## src/strap_boot_config_select_regs.vh

```
// constants for the strap decoder and boot source selector
`ifndef STRAP_BOOT_CONFIG_SELECT_REGS_VH
`define STRAP_BOOT_CONFIG_SELECT_REGS_VH

// ----------------------------------------
// interface strap codes
// ----------------------------------------
`define IF_CODE_0 2'h0
`define IF_CODE_1 2'h1
`define IF_CODE_2 2'h2
`define IF_CODE_3 2'h3

// ----------------------------------------
// interface modes (one-hot)
// ----------------------------------------
`define MODE_W 4
`define MODE_I2C 4'h1
`define MODE_SPI_SLAVE 4'h2
`define MODE_SPI_MASTER 4'h4
`define MODE_NONE 4'h0

// ----------------------------------------
// boot sources
// ----------------------------------------
`define BOOT_W 2
`define BOOT_ROM 2'h0
`define BOOT_EXT_EEPROM 2'h1
`define BOOT_INT_EEPROM 2'h2
`define BOOT_NONE 2'h3

// ----------------------------------------
// slave addresses
// ----------------------------------------
`define ADDR_W 7
`define ADDR_A0 7'h74
`define ADDR_A1 7'h75
`define ADDR_A2 7'h76

// ----------------------------------------
// strap status layout
// ----------------------------------------
`define STATUS_W 6
`define ST_TEST 5
`define ST_IF_HI 4
`define ST_IF_LO 3
`define ST_CFG_HI 2
`define ST_CFG_LO 0
`define STATUS_RESET 6'h00

// ----------------------------------------
// special straps
// ----------------------------------------
`define CFG_NO_AUTOCONFIG 3'h3
`define CFG_W 3
`define CFG_RESET 3'h0

// ----------------------------------------
// reference buffer select codes
// ----------------------------------------
`define REFBUF_OFF 2'h0
`define REFBUF_XTAL 2'h1
`define REFBUF_CLK_IN 2'h2

// ----------------------------------------
// boot sequencing
// ----------------------------------------
`define SYNC_STAGES 2
`define CNT_W 4
`define CNT_ZERO 4'h0
`define CNT_ONE 4'h1

`endif

```

## src/strap_boot_config_select.v

```verilog
// strap decoder and boot source selector, top level
// Function
// - capture straps into status on reset release
// - rom variant: two i2c addresses, spi slave
// - rom variant code 11: eeprom boot master
// - eeprom variant: three i2c addresses, spi
// - config straps pick one of eight configs
// - test plus 011 skips auto configuration
// - slave address register writable, strap default
// - own select drives eeprom only while booting from external eeprom
// - buffer select 10 enables clock input
// - buffer select 01 enables crystal driver
// - reference doubler after crystal or clock
// - pll input doubler enable doubles input
`include "strap_boot_config_select_regs.vh"
module strap_boot_config_select #(
	parameter INTERNAL_EEPROM = 0
) (
	input wire sys_clk,
	input wire reset,
	input wire reset_in_n,
	input wire test_strap,
	input wire [1:0] interface_strap,
	input wire [2:0] config_select_strap,
	input wire slave_addr_wr,
	input wire [6:0] slave_addr_wdata,
	input wire boot_done,
	input wire boot_cs_req,
	input wire [1:0] ref_buffer_select,
	input wire ref_doubler_en,
	input wire pll_input_doubler_en,
	output reg [5:0] strap_status_reg,
	output reg [3:0] interface_mode,
	output reg [1:0] boot_source,
	output reg [2:0] config_index,
	output reg autoconfig_en,
	output reg boot_start,
	output reg boot_active,
	output reg [6:0] slave_addr_reg,
	output reg chip_select_n,
	output reg chip_select_oe_n,
	output reg ref_clk_in_en,
	output reg xtal_driver_en,
	output reg ref_doubler_active,
	output reg pll_doubler_active,
	output reg doubler_conflict
);

// ----------------------------------------
// states
// ----------------------------------------
localparam ST_RESET = 4'h1;
localparam ST_LATCH = 4'h2;
localparam ST_BOOT = 4'h4;
localparam ST_RUN = 4'h8;

reg [3:0] state;
reg [3:0] next_state;
wire [5:0] strap_sync_bus;
wire rst_pin_s;
reg rst_pin_d;
wire rst_rise;

// ----------------------------------------
// synchronise pins
// ----------------------------------------
strap_sync #(
	.WIDTH(1)
) u_sync_rst (
	.sys_clk(sys_clk),
	.reset(reset),
	.din(reset_in_n),
	.dout(rst_pin_s)
);

strap_sync #(
	.WIDTH(`STATUS_W)
) u_sync_strap (
	.sys_clk(sys_clk),
	.reset(reset),
	.din({test_strap, interface_strap, config_select_strap}),
	.dout(strap_sync_bus)
);

always @(posedge sys_clk or posedge reset) begin
	if (reset)
		rst_pin_d <= 1'b0;
	else
		rst_pin_d <= rst_pin_s;
end

assign rst_rise = rst_pin_s && !rst_pin_d;

// ----------------------------------------
// strap decode
// ----------------------------------------
reg [3:0] next_mode;
reg [1:0] next_boot;
reg [6:0] next_addr;
reg next_autocfg;
wire [1:0] if_code;
wire [2:0] cfg_code;
wire skip_cfg;

assign if_code = strap_sync_bus[`ST_IF_HI:`ST_IF_LO];
assign cfg_code = strap_sync_bus[`ST_CFG_HI:`ST_CFG_LO];
assign skip_cfg = strap_sync_bus[`ST_TEST] &&
	(cfg_code == `CFG_NO_AUTOCONFIG);

always @* begin
	next_mode = `MODE_NONE;
	next_boot = `BOOT_NONE;
	next_addr = `ADDR_A0;
	if (INTERNAL_EEPROM != 0) begin
		next_boot = `BOOT_INT_EEPROM;
		case (if_code)
		`IF_CODE_0: begin
			next_mode = `MODE_I2C;
			next_addr = `ADDR_A0;
		end
		`IF_CODE_1: begin
			next_mode = `MODE_I2C;
			next_addr = `ADDR_A1;
		end
		`IF_CODE_2: begin
			next_mode = `MODE_I2C;
			next_addr = `ADDR_A2;
		end
		default: begin
			next_mode = `MODE_SPI_SLAVE;
		end
		endcase
	end else begin
		case (if_code)
		`IF_CODE_0: begin
			next_mode = `MODE_I2C;
			next_addr = `ADDR_A0;
			next_boot = `BOOT_ROM;
		end
		`IF_CODE_1: begin
			next_mode = `MODE_I2C;
			next_addr = `ADDR_A1;
			next_boot = `BOOT_ROM;
		end
		`IF_CODE_2: begin
			next_mode = `MODE_SPI_SLAVE;
			next_boot = `BOOT_ROM;
		end
		default: begin
			next_mode = `MODE_SPI_MASTER;
			next_boot = `BOOT_EXT_EEPROM;
		end
		endcase
	end
	next_autocfg = !skip_cfg;
	if (skip_cfg) begin
		next_boot = `BOOT_NONE;
		if (next_mode == `MODE_SPI_MASTER)
			next_mode = `MODE_SPI_SLAVE;
	end
end

// ----------------------------------------
// boot sequencer
// ----------------------------------------
always @* begin
	next_state = state;
	case (state)
	ST_RESET: begin
		if (rst_rise)
			next_state = ST_LATCH;
	end
	ST_LATCH: begin
		next_state = autoconfig_en ? ST_BOOT : ST_RUN;
	end
	ST_BOOT: begin
		if (boot_done)
			next_state = ST_RUN;
	end
	ST_RUN: begin
		next_state = ST_RUN;
	end
	default: begin
		next_state = ST_RESET;
	end
	endcase
	if (!rst_pin_s)
		next_state = ST_RESET;
end

// ----------------------------------------
// state register
// ----------------------------------------
wire latch_now;
reg [6:0] next_slave_addr;
reg next_cs_n;
reg next_cs_oe_n;

assign latch_now = (state == ST_RESET) && rst_rise;

always @(posedge sys_clk or posedge reset) begin
	if (reset)
		state <= ST_RESET;
	else
		state <= next_state;
end

// ----------------------------------------
// strap latch, held until next reset, except that spi master mode drops to spi slave in run
// ----------------------------------------
always @(posedge sys_clk or posedge reset) begin
	if (reset) begin
		strap_status_reg <= `STATUS_RESET;
		interface_mode <= `MODE_NONE;
		boot_source <= `BOOT_NONE;
		config_index <= `CFG_RESET;
		autoconfig_en <= 1'b0;
	end else if (latch_now) begin
		strap_status_reg <= strap_sync_bus;
		interface_mode <= next_mode;
		boot_source <= next_boot;
		config_index <= cfg_code;
		autoconfig_en <= next_autocfg;
	end else if (state == ST_RUN &&
		interface_mode == `MODE_SPI_MASTER) begin
		// master only while booting, then slave
		interface_mode <= `MODE_SPI_SLAVE;
	end
end

// ----------------------------------------
// slave address register
// ----------------------------------------
always @* begin
	next_slave_addr = slave_addr_reg;
	if (latch_now)
		next_slave_addr = next_addr;
	else if (slave_addr_wr)
		next_slave_addr = slave_addr_wdata;
end

always @(posedge sys_clk or posedge reset) begin
	if (reset)
		slave_addr_reg <= `ADDR_A0;
	else
		slave_addr_reg <= next_slave_addr;
end

// ----------------------------------------
// boot strobes
// ----------------------------------------
always @(posedge sys_clk or posedge reset) begin
	if (reset) begin
		boot_start <= 1'b0;
		boot_active <= 1'b0;
	end else begin
		boot_start <= (state == ST_LATCH) && autoconfig_en;
		boot_active <= (next_state == ST_BOOT);
	end
end

// ----------------------------------------
// eeprom select
// ----------------------------------------
always @* begin
	next_cs_oe_n = 1'b1;
	next_cs_n = 1'b1;
	// own select drives eeprom only while booting from it
	if (next_state == ST_BOOT &&
		boot_source == `BOOT_EXT_EEPROM) begin
		next_cs_oe_n = 1'b0;
		next_cs_n = !boot_cs_req;
	end
end

always @(posedge sys_clk or posedge reset) begin
	if (reset) begin
		chip_select_n <= 1'b1;
		chip_select_oe_n <= 1'b1;
	end else begin
		chip_select_n <= next_cs_n;
		chip_select_oe_n <= next_cs_oe_n;
	end
end

// ----------------------------------------
// reference clock configuration
// ----------------------------------------
ref_clock_control u_ref (
	.sys_clk(sys_clk),
	.reset(reset),
	.ref_buffer_select(ref_buffer_select),
	.ref_doubler_en(ref_doubler_en),
	.pll_input_doubler_en(pll_input_doubler_en),
	.ref_clk_in_en(ref_clk_in_en),
	.xtal_driver_en(xtal_driver_en),
	.ref_doubler_active(ref_doubler_active),
	.pll_doubler_active(pll_doubler_active),
	.doubler_conflict(doubler_conflict)
);

endmodule

```

## src/strap_sync.v

```verilog
// two-stage synchroniser for the strap and reset pins
`include "strap_boot_config_select_regs.vh"
module strap_sync #(
	parameter WIDTH = 1
) (
	input wire sys_clk,
	input wire reset,
	input wire [WIDTH-1:0] din,
	output reg [WIDTH-1:0] dout
);

reg [WIDTH-1:0] stage1;

// ----------------------------------------
// per-bit double flop
// ----------------------------------------
genvar i;
generate
	for (i = 0; i < WIDTH; i = i + 1) begin : g_bit
		always @(posedge sys_clk or posedge reset) begin
			if (reset) begin
				stage1[i] <= 1'b0;
				dout[i] <= 1'b0;
			end else begin
				stage1[i] <= din[i];
				dout[i] <= stage1[i];
			end
		end
	end
endgenerate

endmodule

```

## src/ref_clock_control.v

```verilog
// reference buffer and doubler control decode
`include "strap_boot_config_select_regs.vh"
module ref_clock_control (
	input wire sys_clk,
	input wire reset,
	input wire [1:0] ref_buffer_select,
	input wire ref_doubler_en,
	input wire pll_input_doubler_en,
	output reg ref_clk_in_en,
	output reg xtal_driver_en,
	output reg ref_doubler_active,
	output reg pll_doubler_active,
	output reg doubler_conflict
);

// ----------------------------------------
// decode
// ----------------------------------------
always @(posedge sys_clk or posedge reset) begin
	if (reset) begin
		ref_clk_in_en <= 1'b0;
		xtal_driver_en <= 1'b0;
		ref_doubler_active <= 1'b0;
		pll_doubler_active <= 1'b0;
		doubler_conflict <= 1'b0;
	end else begin
		ref_clk_in_en <= (ref_buffer_select == `REFBUF_CLK_IN);
		xtal_driver_en <= (ref_buffer_select == `REFBUF_XTAL);
		// doubler only after an active reference path
		ref_doubler_active <= ref_doubler_en &&
			(ref_buffer_select == `REFBUF_CLK_IN ||
			ref_buffer_select == `REFBUF_XTAL);
		pll_doubler_active <= pll_input_doubler_en;
		// flags the unsupported double doubling
		doubler_conflict <= ref_doubler_en && pll_input_doubler_en;
	end
end

endmodule

```

## config.mk

```make
export PLATFORM = sky130hd
export DESIGN_NAME = strap_boot_config_select
export DESIGN_NICKNAME = d
export VERILOG_FILES = /design/src/strap_boot_config_select.v /design/src/strap_sync.v /design/src/ref_clock_control.v
export VERILOG_INCLUDE_DIRS = /design/src
export SDC_FILE = /design/constraint.sdc
export NUM_CORES = 1
export LEC_CHECK = 0
export ABC_AREA = 1
export BUFFER_PORTS_ARGS = -buffer_cell sky130_fd_sc_hd__buf_2
export CORE_MARGIN = 2
export CORE_UTILIZATION = 25
export DETAILED_ROUTE_END_ITERATION = 8
export PLACE_DENSITY_LB_ADDON = 0.2
export SYNTH_ARGS = -nofsm -noshare
export SYNTH_HDL_FRONTEND = slang
export SYNTH_SLANG_ARGS = --single-unit
```

## constraint.sdc

```tcl
create_clock -name sys_clk -period 1.6 [get_ports sys_clk]
set_input_delay 0.16 -clock sys_clk [delete_from_list [all_inputs] [get_ports sys_clk]]
set_output_delay 0.16 -clock sys_clk [all_outputs]
set_load 0.03 [all_outputs]
```

==> impl_metrics.py <==
metrics = {
    "floorplan": {
        "start_util_pct": 25.7,
        "boundaryPins": 55,
        "num_rows": 31,
        "dieArea_mm2": 0.00811,
        "die_width_um": 90.1,
        "die_h_um": 90.1,
        "core-area_mm2": 0.00721,
    },
    "global_routing": {
        "grt_first_pass_wirelength_um": 5950,
        "antenna_found_initial": 0,
        "grt_use_met3_pct": 2.68,
        "track_usage_pct": 9.30,
        "grt_pass1_vias": 1308,
        "grtUsageMet2_pct": 15.3,
        "grt_overflow": 0,
        "busiest_layer": "met2",
        "grt_max_degree": 48,
        "use_met1_pct": 11.1,
    },
    "synth": {
        "avgSynthCellArea_um2": 10.1,
        "synth_top_area_share_pct": 51.4,
        "yosys_warnings": 0,
        "async_flop_share_pct": 100,
        "synthesis.nets": 208,
        "ys.flop_type": "dfrtp_1",
        "synth_most_common_cell": "nand2_1",
        "synth_edf_count": 0,
        "synth.distinct_cells": 23,
        "yosys.area.top_type": "dfrtp_1",
        "seq_area_frac_synth_pct": 64.1,
        "synth_area_leaders": "dfrtp_1 51%, dfstp_2 13%, nand2_1 10%, inv_1 4.7%, nor2_1 2.8%",
        "synthTopCellsByCount": "50 x nand2_1, 38 x dfrtp_1, 23 x inv_1",
        "netlist_instances": 183,
        "synth_area_mm2": 0.00185,
        "ys_seq_elements": 47,
    },
    "clock_tree": {
        "cts_buffers": 5,
        "cts_buffer_depth": 2,
        "cts_resized": 0,
        "clk_pin_slew_worst_paths_ns": 0.09,
        "worstSkewPairLatency_ns": 0.31,
        "clockRootBuffer": "clkbuf_8",
        "cts_tree": "done",
        "cts_num_sinks": 47,
        "cts-htree-levels": 2,
    },
    "sta": {
        "rsz0062_at_grt": "no",
        "clock_skew_ns": 0.00660,
        "min_period_over_period_pct": 88.3,
        "finalCriticalPeriod_ns": 1.41,
        "maxSlewViolCount": 0,
        "finalSetupViolations": 0,
        "max_freq_mhz": 708,
        "hold_violations": 0,
        "fin_setup_tns_ns": 0,
    },
    "min_path": {
        "hold_path.class": "in2reg",
    },
    "power": {
        "leakage_nw": 1.27,
        "p_total_mw": 3.12,
        "peakVddDrop_uv": 407,
        "powerDensity_mw_per_mm2": 1310,
    },
    "layout": {
        "fillers": 759,
        "n_antenna_cell": 0,
        "drive_gt1_share_pct": 33.6,
        "nNetsFinal": 271,
        "area_growth_pct": 28.9,
        "largest_reg_flops": 7,
    },
    "run_status": {
        "status": "finished, final reports clean",
    },
    "placement": {
        "port_buffers": 53,
        "dp_hpwl_um": 2510,
        "gp_congestion": 0.729,
    },
    "drt": {
        "drt_iter0_markers": 43,
        "wirelength_um": 3530,
        "ant_nets": 0,
        "routed-via-count": 1324,
        "dr.pass1.iters": 4,
        "drt-vias-per-instance": 3.83,
        "avgRoutedWirePerCell_um": 10.2,
        "drc": 0,
    },
    "worst_setup_path": {
        "cp.required_ns": 1.83,
        "arrival_ns": 1.64,
        "path_delay_family": "simple AND/OR/NAND/NOR gates",
        "path_max_fanout": 12,
        "crit_buf_inv": 1,
        "cp_cell_sequence": "inv_2, nor2_1, nand2_2, nor2_4, nand2_1, o21ai_0",
        "crit_path_top_delay_cell": "dfstp_2",
        "max_stage_delay_ns": 0.56,
        "crit_path_end_kind": "flop",
        "cp-start-kind": "flop",
        "crit_type": "reg2reg",
    },
    "job": {
        "maxCapViolCount": 0,
    },
}
[worst paths after layout]
| kind | start | to | slack, ns | cells after the start |
|---|---|---|---|---|
| min reg2reg | u_sync_rst.stage1$_DFF_PP0_ | u_sync_rst.dout$_DFF_PP0_ | 0.36 | 0 |
| max | state[0]$_DFF_PP1_ | interface_mode[2]$_DFFE_PP0P_ | 0.19 | 6 |
| max reg2reg | state[0]$_DFF_PP1_ | interface_mode[2]$_DFFE_PP0P_ | 0.19 | 6 |
| min in group asynchronous | reset | rst_pin_d$_DFF_PP0_ | 0.43 | 4 |
| min | boot_cs_req | chip_select_n$_DFF_PP1_ | 0.02 | 2 |
| max in group asynchronous | reset | slave_addr_reg[6]$_DFFE_PP1P_ | 0.90 | 4 |
[cells by family after synthesis]
family | after synthesis | synth area share [%]
AND/OR/NAND/NOR | 88 | 22.2
flip-flops | 47 | 64.1
buffers and inverters | 33 | 8.65
AO/OA/AOI/OAI | 12 | 3.51
adder cells (fa/ha/maj) | 2 | 1.35
other | 1 | 0.203
[through the flow]
step                setup WS, ns  std cells  hold slack [ns]  util (%)  instance area (µm²)
floorplan                  0.339        183            0.191         -                 1850
global placement           0.237        329            0.220      30.5                 2200
detailed placement         0.205        329            0.223      30.5                 2200
CTS                        0.180        346           0.0238      33.1                 2390
global route              0.0509        346           0.0153      33.1                 2390
finish                     0.187        346           0.0248      33.1                 2390
[cell type report]
| cell class | count | area (µm²) | area share (%) |
|---|---|---|---|
| Inverter | 26 | 100 | 4.20 |
| Tap cell | 99 | 124 | 5.19 |
| Clock buffer | 5 | 68.8 | 2.88 |
| Sequential cell | 47 | 1190 | 49.8 |
| Timing Repair Buffer | 63 | 375 | 15.7 |
| Clock inverter | 3 | 26.3 | 1.10 |
| Multi-Input combinational cell | 103 | 504 | 21.1 |
[layer usage]
| metal | part of all wire (%) | vias up |
|---|---|---|
| met2 | 48 | 32 |
| met5 | 0 | - |
| li1 | - | 682 |
| met3 | 4.8 | 7 |
| met4 | 2.2 | 0 |
| met1 | 44 | 603 |
[repair_timing]
action,in CTS,in global routing
hold buffers,9,0
endpoints found under the hold margin,46,0
setup buffers,0,0
[layout by cell type, fill, tap and decap left out, drive strengths merged]
| cell | count |
|---|---|
| clkbuf | 5 |
| conb | 1 |
| dfstp | 9 |
| nand2 | 52 |
| nand3 | 11 |
| dlygate4sd3 | 9 |
| a21oi | 2 |
| buf | 54 |
| dfrtp | 38 |
| or2 | 1 |
| nor2 | 18 |
| o21ai | 8 |
| ha | 2 |
| o21a | 2 |
| nand4 | 6 |
| inv | 29 |
[where the power goes]
part	total [mW]	switching, mW	internal [mW]
sequential	1.49	0.108	1.38
clock	0.769	0.444	0.325
combinational	0.864	0.605	0.260
(Power assumes the default switching activity.)
